===== config.mk =====
export PLATFORM = sky130hd
export DESIGN_NAME = adc_group_flat
export DESIGN_NICKNAME = d
export VERILOG_FILES = /design/src/adc_pkg.sv /design/src/adc_link.sv /design/src/rate_divider.sv /design/src/adc_group.sv /design/src/flat_wrapper.sv
export SDC_FILE = /design/constraint.sdc
export NUM_CORES = 1
export LEC_CHECK = 0
export BUFFER_PORTS_ARGS = -buffer_cell sky130_fd_sc_hd__buf_2
export CORE_MARGIN = 2
export CORE_UTILIZATION = 60
export DETAILED_ROUTE_END_ITERATION = 6
export GPL_TIMING_DRIVEN = 0
export PLACE_DENSITY = 0.83
export SLEW_MARGIN = 25
export SYNTH_ARGS = -nofsm -noshare
export SYNTH_HDL_FRONTEND = slang
export SYNTH_SLANG_ARGS = --single-unit

===== constraint.sdc =====
create_clock -name ref_clk -period 26.4 [get_ports ref_clk]
set_input_delay 6.6 -clock ref_clk [delete_from_list [all_inputs] [get_ports ref_clk]]
set_output_delay 6.6 -clock ref_clk [all_outputs]
set_load 0.02 [all_outputs]

===== src/adc_pkg.sv =====
package adc_pkg;
  typedef logic [31:0] word_t;
  typedef logic [3:0]  reg_addr_t;
  typedef logic [7:0]  axi_addr_t;

  // Group register indices on the link
  localparam reg_addr_t ADR_GROUP_ANALOG_CONFIG      = 4'h0;
  localparam reg_addr_t ADR_GROUP_ARBITRATION_CONFIG = 4'h1;
  localparam reg_addr_t ADR_GLOBAL_CONFIG            = 4'h2;
  localparam reg_addr_t ADR_ARBITRATION_PRIORITY     = 4'h3;
  localparam reg_addr_t ADR_QUEUE_MODE_0             = 4'h4;
  localparam reg_addr_t ADR_INPUT_CLASS_0            = 4'h5;
  localparam reg_addr_t ADR_RESULT_CONTROL_0         = 4'h6;
  localparam reg_addr_t ADR_QUEUE_INPUT_0            = 4'h7;
  localparam reg_addr_t ADR_RESULT_REG_0             = 4'h8;

  // Initialization values
  localparam word_t INIT_ANALOG_CONFIG = 32'h0030_0000;
  localparam word_t INIT_ARBITRATION   = 32'h0000_0003;
  localparam word_t INIT_GLOBAL_CAL    = 32'h8000_0000;
  localparam word_t INIT_ARB_PRIORITY  = 32'h0100_0000;
  localparam word_t INIT_QUEUE_MODE    = 32'h0000_0001;
  localparam word_t INIT_INPUT_CLASS   = 32'h0000_0207;
  localparam word_t INIT_RESULT_CTRL   = 32'h8000_0000;
  localparam word_t INIT_QUEUE_INPUT   = 32'h0000_0020;

  // Field positions
  localparam int DIV_LSB      = 20;
  localparam int ANALOG_ON_W  = 2;
  localparam int CAL_FLAG_BIT = 28;
  localparam int CAL_START_BIT = 31;
  localparam int SLOT0_BIT    = 24;
  localparam int QUEUE_EN_BIT = 0;
  localparam int STC_W        = 5;
  localparam int PRE_LSB      = 8;
  localparam int SRQ_EN_BIT   = 31;
  localparam int REFILL_BIT   = 5;
  localparam int CH_W         = 5;
  localparam int RES_W        = 12;
  localparam int RES_CH_LSB   = 16;
  localparam int RES_VALID_BIT = 31;

  // Timing
  localparam int CLK_NS        = 100;
  localparam int WAKEUP_NS     = 5000;
  localparam int WAKEUP_CYC    = (WAKEUP_NS + CLK_NS - 1) / CLK_NS;
  localparam int STC_BASE      = 2;
  localparam int PRE_SHORT     = 8;
  localparam int PRE_MID       = 16;
  localparam int PRE_LONG      = 32;
  localparam int BUS_READ_CYC  = 5;
  localparam int UPD_BUS_CYC   = 6;
  localparam int UPD_CONV_CYC  = 6;
  localparam int UPD_CYC       = UPD_BUS_CYC + UPD_CONV_CYC;
  localparam int GAP_BUS_CYC   = 1;
  localparam int GAP_CONV_CYC  = 6;
  localparam int GAP_CYC       = GAP_BUS_CYC + GAP_CONV_CYC;

  // Controller registers on AXI4-Lite
  localparam axi_addr_t AXI_CTRL       = 8'h00;
  localparam axi_addr_t AXI_STATUS     = 8'h04;
  localparam axi_addr_t AXI_RESULT     = 8'h08;
  localparam axi_addr_t AXI_IRQ_STATUS = 8'h10;
  localparam axi_addr_t AXI_IRQ_CLEAR  = 8'h14;
  localparam axi_addr_t AXI_IRQ_ENABLE = 8'h18;
  localparam int EV_W         = 3;
  localparam int EV_INIT_DONE = 0;
  localparam int EV_RESULT    = 1;
  localparam int EV_DRAINED   = 2;
  localparam logic [1:0] RESP_OKAY   = 2'h0;
  localparam logic [1:0] RESP_SLVERR = 2'h2;
endpackage


===== src/adc_link.sv =====
`timescale 1ns/10ps
interface adc_link;
  import adc_pkg::*;
  logic      wr_stb;
  logic      rd_stb;
  reg_addr_t addr;
  word_t     wdata;
  word_t     rdata;
  logic      rvalid;
  logic      srq;

  modport group
  (
    input  wr_stb, rd_stb, addr, wdata,
    output rdata, rvalid, srq
  );
  modport ctrl
  (
    output wr_stb, rd_stb, addr, wdata,
    input  rdata, rvalid, srq
  );
endinterface


===== src/rate_divider.sv =====
`timescale 1ns/10ps
module rate_divider #(
  parameter int W = 3
) (
  input  wire logic         ref_clk,
  input  wire logic         sys_rst,
  input  wire logic [W-1:0] div,
  output logic              tick
);
  typedef struct packed {
    logic [W-1:0] cnt;
    logic         tick;
  } div_s;
  div_s s;
  div_s next_s;

  always_comb
  begin
    next_s = s;
    next_s.tick = 1'b0;
    if (s.cnt >= div - W'(1))
    begin
      next_s.cnt = '0;
      next_s.tick = 1'b1;
    end
    else
      next_s.cnt = s.cnt + W'(1);
  end

  always_ff @(posedge ref_clk or posedge sys_rst)
  begin
    if (sys_rst)
      s <= '0;
    else
      s <= next_s;
  end

  assign tick = s.tick;
endmodule


===== src/adc_group.sv =====
`timescale 1ns/10ps
module adc_group
  import adc_pkg::*;
#(
  parameter int FIFO_DEPTH = 8,
  parameter int SEQ_LEN    = 4,
  parameter int CAL_CYC    = 2000,
  parameter int CONV_CLKS  = 12
) (
  input  wire logic              ref_clk,
  input  wire logic              sys_rst,
  adc_link.group                 lnk,
  input  wire logic [adc_pkg::RES_W-1:0] analog_data,
  output logic                   analog_on,
  output logic                   buf_boost,
  output logic                   sample_on,
  output logic [adc_pkg::CH_W-1:0] conv_channel,
  output logic                   cal_busy
);
  import adc_pkg::*;

  localparam int PW = $clog2(FIFO_DEPTH);
  localparam int EW = CH_W + RES_W;

  typedef enum logic [1:0] {IDLE, CAL, SAMPLE, CONV} phase_e;

  typedef struct packed {
    phase_e                         phase;
    word_t                          ancfg;
    word_t                          arbcfg;
    word_t                          arbpr;
    word_t                          qmr;
    word_t                          iclass;
    word_t                          rcr;
    word_t                          qinr;
    logic                           q_valid;
    logic                           cal_done;
    logic [15:0]                    cnt;
    logic [5:0]                     pre_cnt;
    logic [FIFO_DEPTH-1:0][EW-1:0]  mem;
    logic [PW-1:0]                  wp;
    logic [PW-1:0]                  rp;
    logic [PW:0]                    count;
    logic                           rd_busy;
    logic [2:0]                     rd_cnt;
    reg_addr_t                      rd_addr;
    logic [3:0]                     upd_cnt;
    word_t                          rdata;
    logic                           rvalid;
    logic                           srq;
    logic                           analog_on;
    logic                           buf_boost;
    logic                           sample_on;
    logic [CH_W-1:0]                channel;
    logic [RES_W-1:0]               sample_q;
    logic                           cal_busy;
  } st_s;

  st_s  s;
  st_s  next_s;
  logic tick;

  function automatic logic [5:0] pre_len(input logic [1:0] code);
    case (code)
      2'h0:    pre_len = 6'(PRE_SHORT);
      2'h1:    pre_len = 6'(PRE_MID);
      default: pre_len = 6'(PRE_LONG);
    endcase
  endfunction

  function automatic word_t reg_read(input st_s v, input reg_addr_t a);
    word_t r;
    r = '0;
    case (a)
      ADR_GROUP_ANALOG_CONFIG:      r = v.ancfg;
      ADR_GROUP_ARBITRATION_CONFIG:
      begin
        r = v.arbcfg;
        r[CAL_FLAG_BIT] = v.cal_busy;
      end
      ADR_ARBITRATION_PRIORITY:     r = v.arbpr;
      ADR_QUEUE_MODE_0:             r = v.qmr;
      ADR_INPUT_CLASS_0:            r = v.iclass;
      ADR_RESULT_CONTROL_0:         r = v.rcr;
      ADR_QUEUE_INPUT_0:            r = v.qinr;
      default:                      r = '0;
    endcase
    reg_read = r;
  endfunction

  rate_divider #(.W(3)) analog_div (
    .ref_clk (ref_clk),
    .sys_rst (sys_rst),
    .div     ({1'b0, s.ancfg[DIV_LSB +: 2]} + 3'h1),
    .tick    (tick)
  );

  always_comb
  begin
    next_s = s;
    next_s.rvalid = 1'b0;
    if (s.upd_cnt != '0)
      next_s.upd_cnt = s.upd_cnt - 4'h1;
    if (lnk.wr_stb)
    begin
      case (lnk.addr)
        ADR_GROUP_ANALOG_CONFIG:      next_s.ancfg = lnk.wdata;
        ADR_GROUP_ARBITRATION_CONFIG: next_s.arbcfg = lnk.wdata;
        ADR_GLOBAL_CONFIG:
          if (lnk.wdata[CAL_START_BIT] && s.analog_on && s.phase == IDLE)
          begin
            next_s.phase = CAL;
            next_s.cnt = '0;
            next_s.cal_busy = 1'b1;
            next_s.cal_done = 1'b0;
          end
        ADR_ARBITRATION_PRIORITY:     next_s.arbpr = lnk.wdata;
        ADR_QUEUE_MODE_0:             next_s.qmr = lnk.wdata;
        ADR_INPUT_CLASS_0:            next_s.iclass = lnk.wdata;
        ADR_RESULT_CONTROL_0:         next_s.rcr = lnk.wdata;
        ADR_QUEUE_INPUT_0:
        begin
          next_s.qinr = lnk.wdata;
          next_s.q_valid = 1'b1;
        end
        default: ;
      endcase
    end
    next_s.analog_on = (next_s.arbcfg[ANALOG_ON_W-1:0] == 2'h3);

    if (lnk.rd_stb && !s.rd_busy)
    begin
      next_s.rd_busy = 1'b1;
      next_s.rd_cnt = '0;
      next_s.rd_addr = lnk.addr;
    end
    else if (s.rd_busy)
    begin
      next_s.rd_cnt = s.rd_cnt + 3'h1;
      if (s.rd_cnt == 3'(BUS_READ_CYC - 2))
      begin
        next_s.rd_busy = 1'b0;
        next_s.rvalid = 1'b1;
        next_s.rdata = reg_read(s, s.rd_addr);
        if (s.rd_addr == ADR_RESULT_REG_0)
        begin
          next_s.rdata = '0;
          if (s.count != '0 && s.upd_cnt == '0)
          begin
            next_s.rdata[RES_VALID_BIT] = 1'b1;
            next_s.rdata[RES_CH_LSB +: CH_W] = s.mem[s.rp][EW-1:RES_W];
            next_s.rdata[RES_W-1:0] = s.mem[s.rp][RES_W-1:0];
            next_s.rp = s.rp + PW'(1);
            next_s.count = next_s.count - (PW+1)'(1);
            next_s.upd_cnt = 4'(UPD_CYC);
          end
        end
      end
    end

    case (s.phase)
      IDLE:
        if (s.cal_done && s.analog_on && s.arbpr[SLOT0_BIT]
            && s.qmr[QUEUE_EN_BIT] && s.q_valid)
        begin
          next_s.phase = SAMPLE;
          next_s.cnt = '0;
          next_s.pre_cnt = '0;
          next_s.sample_on = 1'b1;
          next_s.buf_boost = 1'b1;
          next_s.channel = s.qinr[CH_W-1:0];
        end
      CAL:
      begin
        next_s.cnt = s.cnt + 16'h1;
        if (s.cnt == 16'(CAL_CYC - 1))
        begin
          next_s.phase = IDLE;
          next_s.cal_busy = 1'b0;
          next_s.cal_done = 1'b1;
        end
      end
      SAMPLE:
      begin
        next_s.pre_cnt = s.pre_cnt + 6'h1;
        if (s.pre_cnt == pre_len(s.iclass[PRE_LSB +: 2]) - 6'h1)
          next_s.buf_boost = 1'b0;
        if (tick)
        begin
          next_s.cnt = s.cnt + 16'h1;
          if (s.cnt == 16'(s.iclass[STC_W-1:0]) + 16'(STC_BASE - 1))
          begin
            next_s.phase = CONV;
            next_s.cnt = '0;
            next_s.sample_on = 1'b0;
            next_s.buf_boost = 1'b0;
            next_s.sample_q = analog_data;
          end
        end
      end
      CONV:
      begin
        if (tick && s.cnt < 16'(CONV_CLKS))
          next_s.cnt = s.cnt + 16'h1;
        if (s.cnt >= 16'(CONV_CLKS) && s.count < (PW+1)'(FIFO_DEPTH))
        begin
          next_s.mem[s.wp] = {s.channel, s.sample_q};
          next_s.wp = s.wp + PW'(1);
          next_s.count = next_s.count + (PW+1)'(1);
          next_s.cnt = '0;
          if (s.qinr[REFILL_BIT] && s.analog_on)
          begin
            next_s.phase = SAMPLE;
            next_s.pre_cnt = '0;
            next_s.sample_on = 1'b1;
            next_s.buf_boost = 1'b1;
          end
          else
          begin
            next_s.phase = IDLE;
            next_s.q_valid = lnk.wr_stb
                             && lnk.addr == ADR_QUEUE_INPUT_0;
          end
        end
      end
      default: next_s.phase = IDLE;
    endcase
    next_s.srq = next_s.rcr[SRQ_EN_BIT]
                 && next_s.count >= (PW+1)'(SEQ_LEN);
  end

  always_ff @(posedge ref_clk or posedge sys_rst)
  begin
    if (sys_rst)
      s <= '0;
    else
      s <= next_s;
  end

  assign lnk.rdata    = s.rdata;
  assign lnk.rvalid   = s.rvalid;
  assign lnk.srq      = s.srq;
  assign analog_on    = s.analog_on;
  assign buf_boost    = s.buf_boost;
  assign sample_on    = s.sample_on;
  assign conv_channel = s.channel;
  assign cal_busy     = s.cal_busy;
endmodule


===== src/flat_wrapper.sv =====
// flat-port wrapper written by rule: the top's interface ports become plain ports
module adc_group_flat import adc_pkg::*;
#(
  parameter int FIFO_DEPTH = 8,
  parameter int SEQ_LEN    = 4,
  parameter int CAL_CYC    = 2000,
  parameter int CONV_CLKS  = 12
)
  (ref_clk, sys_rst, analog_data, analog_on, buf_boost, sample_on, conv_channel, cal_busy, lnk_wr_stb, lnk_rd_stb, lnk_addr, lnk_wdata, lnk_rdata, lnk_rvalid, lnk_srq);
  adc_link lnk_i ();
  input  wire logic ref_clk;
  input  wire logic sys_rst;
  input  wire logic [adc_pkg::RES_W-1:0] analog_data;
  output logic analog_on;
  output logic buf_boost;
  output logic sample_on;
  output logic [adc_pkg::CH_W-1:0] conv_channel;
  output logic cal_busy;
  input wire logic [$bits(lnk_i.wr_stb)-1:0] lnk_wr_stb;
  input wire logic [$bits(lnk_i.rd_stb)-1:0] lnk_rd_stb;
  input wire logic [$bits(lnk_i.addr)-1:0] lnk_addr;
  input wire logic [$bits(lnk_i.wdata)-1:0] lnk_wdata;
  output wire logic [$bits(lnk_i.rdata)-1:0] lnk_rdata;
  output wire logic [$bits(lnk_i.rvalid)-1:0] lnk_rvalid;
  output wire logic [$bits(lnk_i.srq)-1:0] lnk_srq;
  assign lnk_i.wr_stb = lnk_wr_stb;
  assign lnk_i.rd_stb = lnk_rd_stb;
  assign lnk_i.addr = lnk_addr;
  assign lnk_i.wdata = lnk_wdata;
  assign lnk_rdata = lnk_i.rdata;
  assign lnk_rvalid = lnk_i.rvalid;
  assign lnk_srq = lnk_i.srq;
  adc_group #(.FIFO_DEPTH(FIFO_DEPTH), .SEQ_LEN(SEQ_LEN), .CAL_CYC(CAL_CYC), .CONV_CLKS(CONV_CLKS)) u_core (.ref_clk(ref_clk), .sys_rst(sys_rst), .lnk(lnk_i), .analog_data(analog_data), .analog_on(analog_on), .buf_boost(buf_boost), .sample_on(sample_on), .conv_channel(conv_channel), .cal_busy(cal_busy));
endmodule

==> run_results.csv, run 1 <==
group,metric,value,unit
outcome,outcome,"finished, final reports clean",
critical_path,crit_buf_inv,3,
critical_path,critPathMaxFanout,10,
synthesis,netlist_top_cells_area,"dfrtp_1 (56%), mux2_2 (20%), mux4_2 (3.7%)",
power,powerDensity,84.6,mW/mm^2
synthesis,synthArstFlopShare,1.00,
route,via_count,14000,
synthesis,synth_largest_area_cell,"dfrtp_1",
sta,tns,0,ns
critical_path,critPathCaptureType,"flop",
die,die_y,190,um
route,wl_per_cell,24.2,um
place,hpwl,34300,um
sta,maxSlewViolCount,0,
synthesis,ys.flop_type,"dfrtp_1",
cts,max-clock-path-buffers,3,
flow_run,cap_viol_max_count,0,
critical_path,crit_slowest_cell,"buf_1",
synthesis,avgSynthCellArea,13.6,um^2
synthesis,synth_area,0.0209,mm^2
synthesis,postSynthNetCount,1600,
critical_path,cp_cell_sequence,"clkbuf_1 -> nor3_1 -> nand3_1 -> buf_1 -> buf_1 -> mux2_2",
synthesis,ys_ff_latch,466,
sta,grt_setup_unrepaired,"false",
synthesis,synth_enable_flop_cells,0,
cts,cts_sinks,466,
global_routing,grt_pass1_vias,14500,
final_layout,drive_gt1_frac,0.380,
synthesis,synth_top_area_frac,0.559,
die,core_area,0.0344,mm^2
critical_path,required,26.87,ns
route,ant_nets,0,
final_layout,stdcell_area,0.0236,mm^2
power,ir_drop,0.0000576,V
cts,cts_buffers,47,
place,gp_congestion,0.865,
die,rows,68,
die,fp.dieArea,0.0363,mm^2
cts,cts_resized,0,
synthesis,synth_seq_area_share,0.559,
die,io_pins,95,
critical_path,path_delay_family,"buffers and inverters",
critical_path,worstPathArrival,8.88,ns
cts,cts_setup_buffers,0,
synthesis,yosys_warnings,0,
global_routing,grt_pass1_wl,82500,um
final_layout,fin_nets,1746,
critical_path,crit_top_cell,"buf_1",
final_layout,nFillCells,2334,
sta,tightest_slew,0.979,ns
global_routing,antenna_found_initial,5,
cts,cts_hold_buffers,0,
global_routing,grt_max_degree,109,
sta,period_share,0.319,
place,portBuffers,93,
die,fp.dieW,190,um
synthesis,syn_inst,1532,
route,drc,0,
final_layout,area_delta_synth_final,13.2,%
cts,ctsRootBufferMaster,"clkbuf_16",
global_routing,grt-ovfl-total,0,
sta,period_minus_slack,8.41,ns
route,drtIter0Drc,1457,
critical_path,startpoint_type,"input pin",
route,firstDrtPassIters,7,
die,start_util,0.607,
route,via_per_inst,6.45,
cts,clkTransAtPathRegs,0.06,ns
sta,fmax,119,MHz
sta,fin_skew,0.0117,ns
critical_path,slowest_delay,0.62,ns
sta,relSlewSlack,0.341,
synthesis,synth_cell_types,67,
sta,finalHoldViolations,0,
place,dpl_cell_area,0.0220,mm^2
cts,clk_latency,0.59,ns
sta,setup_viol,0,
global_routing,grt_util_all_layers,0.298,
worst_hold_path,hold_class,"reg2reg",
critical_path,path_class,"in2reg",
cts,htreeDepth,2,
power,leakage,10.8,nW
route,drt-total-wl,52600,um
cts,cts_tree,"built",
==> cell families (layout without fill, tap and decap cells) <==
logic type | count (synthesis) | after routing | share of synthesized area
compound gates | 243 | 243 | 0.0857
xor+xnor | 21 | 21 | 0.00882
fa+ha+maj | 16 | 16 | 0.00960
buf+inv | 147 | 327 | 0.0342
flops | 466 | 466 | 0.559
mux | 432 | 432 | 0.252
other cells | 0 | 5 | 0
simple gates | 207 | 207 | 0.0506
==> stage by stage <==
| step | util | cells | worst slack, ns | total power, mW | hold WS, ns |
|---|---|---|---|---|---|
| after CTS | 0.686 | 2167 | 18.09 | 2.00 | 0.488 |
| after global routing | 0.687 | 2169 | 17.99 | 2.07 | 0.502 |
| after global placement | 0.637 | 2080 | 2.77 | 1.30 | 0.455 |
| final | 0.687 | 2172 | 17.99 | 2.00 | 0.489 |
| after detailed placement | 0.640 | 2084 | 17.48 | 1.33 | 0.475 |
| after floorplan | - | 1532 | 6.80 | 1.19 | 0.428 |
==> cells in the final DEF, fill, tap and decap left out, drive strengths merged, types with 3 or more instances in the layout <==
master     n
diode      5
a31oi     15
nor4       3
xor2       8
nand3     39
a222oi    29
dfrtp    466
mux4      34
clkbuf   132
xnor2     13
nand2     60
nor2b      5
o211ai    14
bufinv     4
or3        5
o21a       6
and3       8
o22ai      3
nor2      30
buf      160
a221oi     4
a22oi     61
o2111ai    6
nand2b     7
a22o      19
mux2     380
ha        16
clkinv     5
mux2i     18
or2        4
a21oi     22
nand4      8
inv       25
nor3      19
a211oi     3
and2       8
o21ai     44
==> path summary, 6_finish.rpt <==
check / startpoint / endpoint / slack [ns] / cells past startpoint
max: lnk_addr[2] / u_core.s[404]$_DFFE_PP0P_ / 17.99 / 6
min: u_core.s[65]$_DFFE_PP0P_ / u_core.s[65]$_DFFE_PP0P_ / 0.49 / 2
max reg2reg: u_core.s[234]$_DFF_PP0_ / flop / 22.90 / 8
min reg2reg: u_core.s[65]$_DFFE_PP0P_ / u_core.s[65]$_DFFE_PP0P_ / 0.49 / 2
max in group asynchronous: sys_rst / asynchronous set/reset pin / 18.89 / 4
min in group asynchronous: sys_rst / u_core.s[382]$_DFFE_PP0P_ / 6.10 / 2
==> layout make-up <==
class | instances | area, um^2 | area share
inverter | 22 | 90.1 | 0.00382
clock inverter | 13 | 179 | 0.00758
antenna | 5 | 12.5 | 0.000530
sequential | 466 | 11700 | 0.494
tap | 455 | 569 | 0.0241
clock buffer | 70 | 1370 | 0.0581
timing repair buffer | 97 | 576 | 0.0244
multi-input combinational | 919 | 8510 | 0.361
buffer | 125 | 634 | 0.0269
==> tightest hold or removal path, stage by stage, from the launching register on <==
cell and delay (ns):
dfrtp_1 0.34, nand2_1 0.05, o21ai_0 0.06
==> where the power goes <==
group | leakage, nW | internal [mW] | total, mW | switching (mW)
clock | 0.762 | 0.398 | 0.675 | 0.277
sequential | 5.98 | 0.831 | 0.915 | 0.0835
combinational | 4.03 | 0.186 | 0.409 | 0.223
==> layer usage <==
layer	share of wire	wire [um]	GRT usage
met4	0.039	2060	0.125
met2	0.47	24900	0.465
met5	0	0	0
met3	0.082	4320	0.0628
met1	0.40	21300	0.409
==> cell usage after synthesis, types with 9 or more instances <==
| cell | number |
|---|---|
| nand3_1 | 39 |
| nand2_1 | 60 |
| o211ai_1 | 14 |
| nor2_1 | 29 |
| buf_4 | 38 |
| mux4_2 | 34 |
| mux2i_1 | 18 |
| a22oi_1 | 61 |
| a21oi_1 | 22 |
| dfrtp_1 | 466 |
| buf_2 | 9 |
| ha_1 | 16 |
| clkbuf_1 | 60 |
| nor3_1 | 17 |
| a31oi_1 | 15 |
| mux2_2 | 372 |
| a22o_1 | 19 |
| o21ai_0 | 43 |
| xnor2_1 | 13 |
| buf_1 | 17 |
| inv_1 | 22 |
| a222oi_1 | 29 |
(Power assumes the default switching activity.)
==> run 2, diff against run 1 <==
--- a/config.mk
+++ b/config.mk
@@ -5,12 +5,13 @@
 export SDC_FILE = /design/constraint.sdc
 export NUM_CORES = 1
 export LEC_CHECK = 0
+export ABC_AREA = 1
 export BUFFER_PORTS_ARGS = -buffer_cell sky130_fd_sc_hd__buf_2
 export CORE_MARGIN = 2
-export CORE_UTILIZATION = 60
+export CORE_UTILIZATION = 56
 export DETAILED_ROUTE_END_ITERATION = 6
 export GPL_TIMING_DRIVEN = 0
-export PLACE_DENSITY = 0.83
+export PLACE_DENSITY = 0.81
 export SLEW_MARGIN = 25
 export SYNTH_ARGS = -nofsm -noshare
 export SYNTH_HDL_FRONTEND = slang
==> constraint.sdc (replaced) <==
create_clock -name ref_clk -period 7.53 [get_ports ref_clk]
set_input_delay 1.8825 -clock ref_clk [delete_from_list [all_inputs] [get_ports ref_clk]]
set_output_delay 1.8825 -clock ref_clk [all_outputs]
set_load 0.02 [all_outputs]
==> run 2 against run 1 <==
  * Final area rose by 3.1%
  * Clock skew increased by 0.0074 ns
  * Count of clock-buffer cells in the layout rose by 4
  * Sequential share of layout area shrank 1.5 points
  * Critical path depth stayed put
  * Register-to-register slack got worse by 18 ns
  * Via count up 36%
  * Sequential cell count unchanged
  * Core utilization down 3.9 points
  * Synthesized area is 2.2% higher
  * Critical path type unchanged
  * Highest routed layer unchanged
==> run_results.csv, run 2 <==
group,metric,value,unit
die,start_util,0.568,
synthesis,syn_inst,2489,
power,ir_drop,0.000202,V
global_routing,antenna_found_initial,3,
outcome,outcome,"finished, final reports clean",
synthesis,yosys_warnings,0,
power,leakage,11.8,nW
power,p_total,6.85,mW
critical_path,cp_cell_sequence,"buf_2 -> inv_1 -> nand3_1 -> nor2_1 -> clkbuf_1 -> o21ai_0",
critical_path,required,7.95,ns
final_layout,fin_cells,3195,
sta,whs,0.468,ns
final_layout,final_common_cell,"nand2_1",
power,combPwrFrac,0.207,
cts,clkTransAtPathRegs,0.06,ns
synthesis,synth_top_area_frac,0.547,
critical_path,slowest_delay,0.82,ns
route,via_count,19100,
route,firstDrtPassIters,6,
route,wl_per_cell,20.1,um
route,drt-total-wl,64300,um
cts,cts_setup_buffers,0,
sta,tightest_slew,1.08,ns
route,drc,0,
cts,cts_buffers,47,
die,core_area,0.0376,mm^2
sta,finalHoldViolations,0,
power,switching_power,2.14,mW
cts,clk_latency,0.58,ns
cts,cts_tree,"built",
sta,grt_setup_unrepaired,"false",
synthesis,postSynthNetCount,2557,
synthesis,synthArstFlopShare,1.00,
power,p_clk_frac,0.343,
place,gp_congestion,0.934,
global_routing,grt_util_all_layers,0.334,
final_layout,area_delta_synth_final,14.1,%
final_layout,fin_nets,2715,
flow_run,cap_viol_max_count,0,
route,via_per_inst,5.97,
final_layout,final_cell_mix,"nand2_1 (664), dfrtp_1 (466), o21ai_0 (388)",
cts,max-clock-path-buffers,3,
place,portBuffers,92,
synthesis,synthTopCellsByCount,"nand2_1 (664), dfrtp_1 (466), o21ai_0 (388), inv_1 (219), nor2_1 (154)",
sta,setup_viol,0,
critical_path,crit_slowest_cell,"nor2_1",
power,p_int,4.72,mW
worst_hold_path,hold_class,"reg2reg",
critical_path,path_class,"in2reg",
cts,cts_resized,0,
cts,cts_hold_buffers,0,
route,ant_nets,0,
sta,maxSlewViolCount,0,
sta,relSlewSlack,0.278,
power,p_sw_frac,0.312,
power,powerDensity,282,mW/mm^2
cts,htreeDepth,2,
die,die_y,199,um
place,hpwl,45100,um
synthesis,avgSynthCellArea,8.57,um^2
synthesis,yosysMostFrequentCell,"nand2_1",
global_routing,grt_max_degree,35,
synthesis,synth_area,0.0213,mm^2
critical_path,worstPathArrival,3.93,ns
power,pwr-share-seq,0.450,
critical_path,startpoint_type,"input pin",
critical_path,crit_buf_inv,3,
global_routing,grt_pass1_wl,101000,um
sta,fmax,285,MHz
die,rows,71,
place,dp_cells,3109,
synthesis,synth_largest_area_cell,"dfrtp_1",
sta,fin_skew,0.0190,ns
synthesis,synth_cell_types,49,
synthesis,netlist_top_cells_area,"dfrtp_1 (55%), nand2_1 (12%), o21ai_0 (9.1%)",
critical_path,critPathMaxFanout,10,
synthesis,ys_ff_latch,466,
final_layout,drive_gt1_frac,0.104,
critical_path,path_delay_family,"simple AND/OR/NAND/NOR gates",
sta,period_minus_slack,3.51,ns
synthesis,synth_seq_area_share,0.547,
final_layout,nFillCells,3004,
route,drtIter0Drc,2119,
die,io_pins,95,
sta,period_share,0.466,
critical_path,critPathCaptureType,"flop",
synthesis,ys.flop_type,"dfrtp_1",
die,fp.dieArea,0.0397,mm^2
global_routing,grt_pass1_vias,18800,
die,fp.dieW,199,um
cts,cts_sinks,466,
synthesis,synth_enable_flop_cells,0,
cts,ctsRootBufferMaster,"clkbuf_16",
global_routing,grt-ovfl-total,0,
[run 2: cell count changes after synthesis, sizes merged, moves of 20 or more]
cell    delta
nand2    +606
o21ai    +420
mux2     -380
inv      +198
nor2     +128
a22oi     -57
nand3     +41
clkbuf    +36
mux4      -34
nand4     +31
a222oi    -29
o221ai    +22
a21oi     +20
[run 2: kinds of logic (layout without fill, tap and decap cells)]
kind of cell / count (synthesis) / in the layout / synth area share
and+or+nand+nor: 968 / 968 / 0.188
AOI/OAI and AO/OA: 612 / 612 / 0.159
DFF: 466 / 466 / 0.547
buffers and inverters: 387 / 579 / 0.0797
xor gates and xnor gates: 20 / 20 / 0.00821
muxes: 20 / 20 / 0.00939
adders and majority gates: 16 / 16 / 0.00939
other: 0 / 3 / 0
[run 2: layout make-up]
type | instances | area, um^2 | area share
Inverter | 223 | 843 | 0.0346
Tap cell | 511 | 639 | 0.0263
Antenna cell | 3 | 7.51 | 0.000308
Timing Repair Buffer | 109 | 823 | 0.0338
Sequential cell | 466 | 11700 | 0.479
Clock buffer | 74 | 1470 | 0.0604
Buffer | 164 | 861 | 0.0354
Multi-Input combinational cell | 1636 | 7960 | 0.327
Clock inverter | 9 | 72.6 | 0.00298
[run 2: worst register-to-register path: cells and delay by family, from the launching register on]
kind	cells	cell delay, ns
compound gates	1	0.18
fa+ha+maj	3	0.62
buf+inv	1	0.44
flops	1	0.39
simple gates	8	1.24
[run 2: path summary, 6_finish.rpt]
kind / start / end / slack, ns / depth (start not counted)
worst max-delay path: lnk_addr[3] / u_core.s[264]$_DFFE_PP0P_ / 4.02 / 6
worst min-delay path: u_core.analog_div.s[1]$_DFF_PP0_ / u_core.analog_div.s[1]$_DFF_PP0_ / 0.47 / 1
worst max register to register: u_core.s[63]$_DFFE_PP0P_ / u_core.lnk.srq$_DFF_PP0_ / 4.50 / 13
worst min register to register: u_core.analog_div.s[1]$_DFF_PP0_ / u_core.analog_div.s[1]$_DFF_PP0_ / 0.47 / 1
max in group asynchronous: sys_rst / u_core.s[313]$_DFFE_PP0P_ / 5.05 / 7
min in group asynchronous: sys_rst / u_core.lnk.srq$_DFF_PP0_ / 1.19 / 2
[run 2: power by group through the flow]
stage | Combinational, mW | Clock (mW) | Sequential, mW
6_report | 1.42 | 2.35 | 3.09
5_1_grt | 1.56 | 2.47 | 3.12
4_1_cts | 1.40 | 2.36 | 3.08
3_5_place_dp | 1.38 | 0 | 3.11
3_3_place_gp | 1.31 | 0 | 3.10
2_1_floorplan | 0.910 | 0 | 3.05
[run 2: per-stage QoR]
stage	setup TNS [ns]	setup slack [ns]	util	instance area, um^2
2_1_floorplan	-308.22	-0.661	-	21300
3_3_place_gp	-1405.14	-3.06	0.597	22400
3_5_place_dp	0	3.54	0.607	22800
4_1_cts	0	4.07	0.648	24300
5_1_grt	0	3.94	0.648	24300
6_report	0	4.02	0.648	24300
[run 2: per-layer routing]
metal	wire length (um)	GRT usage	vias up
met2	30200	0.534	1065
met5	0	0	-
li1	-	-	8486
met3	6220	0.0768	240
met1	24100	0.421	9284
met4	3790	0.191	0
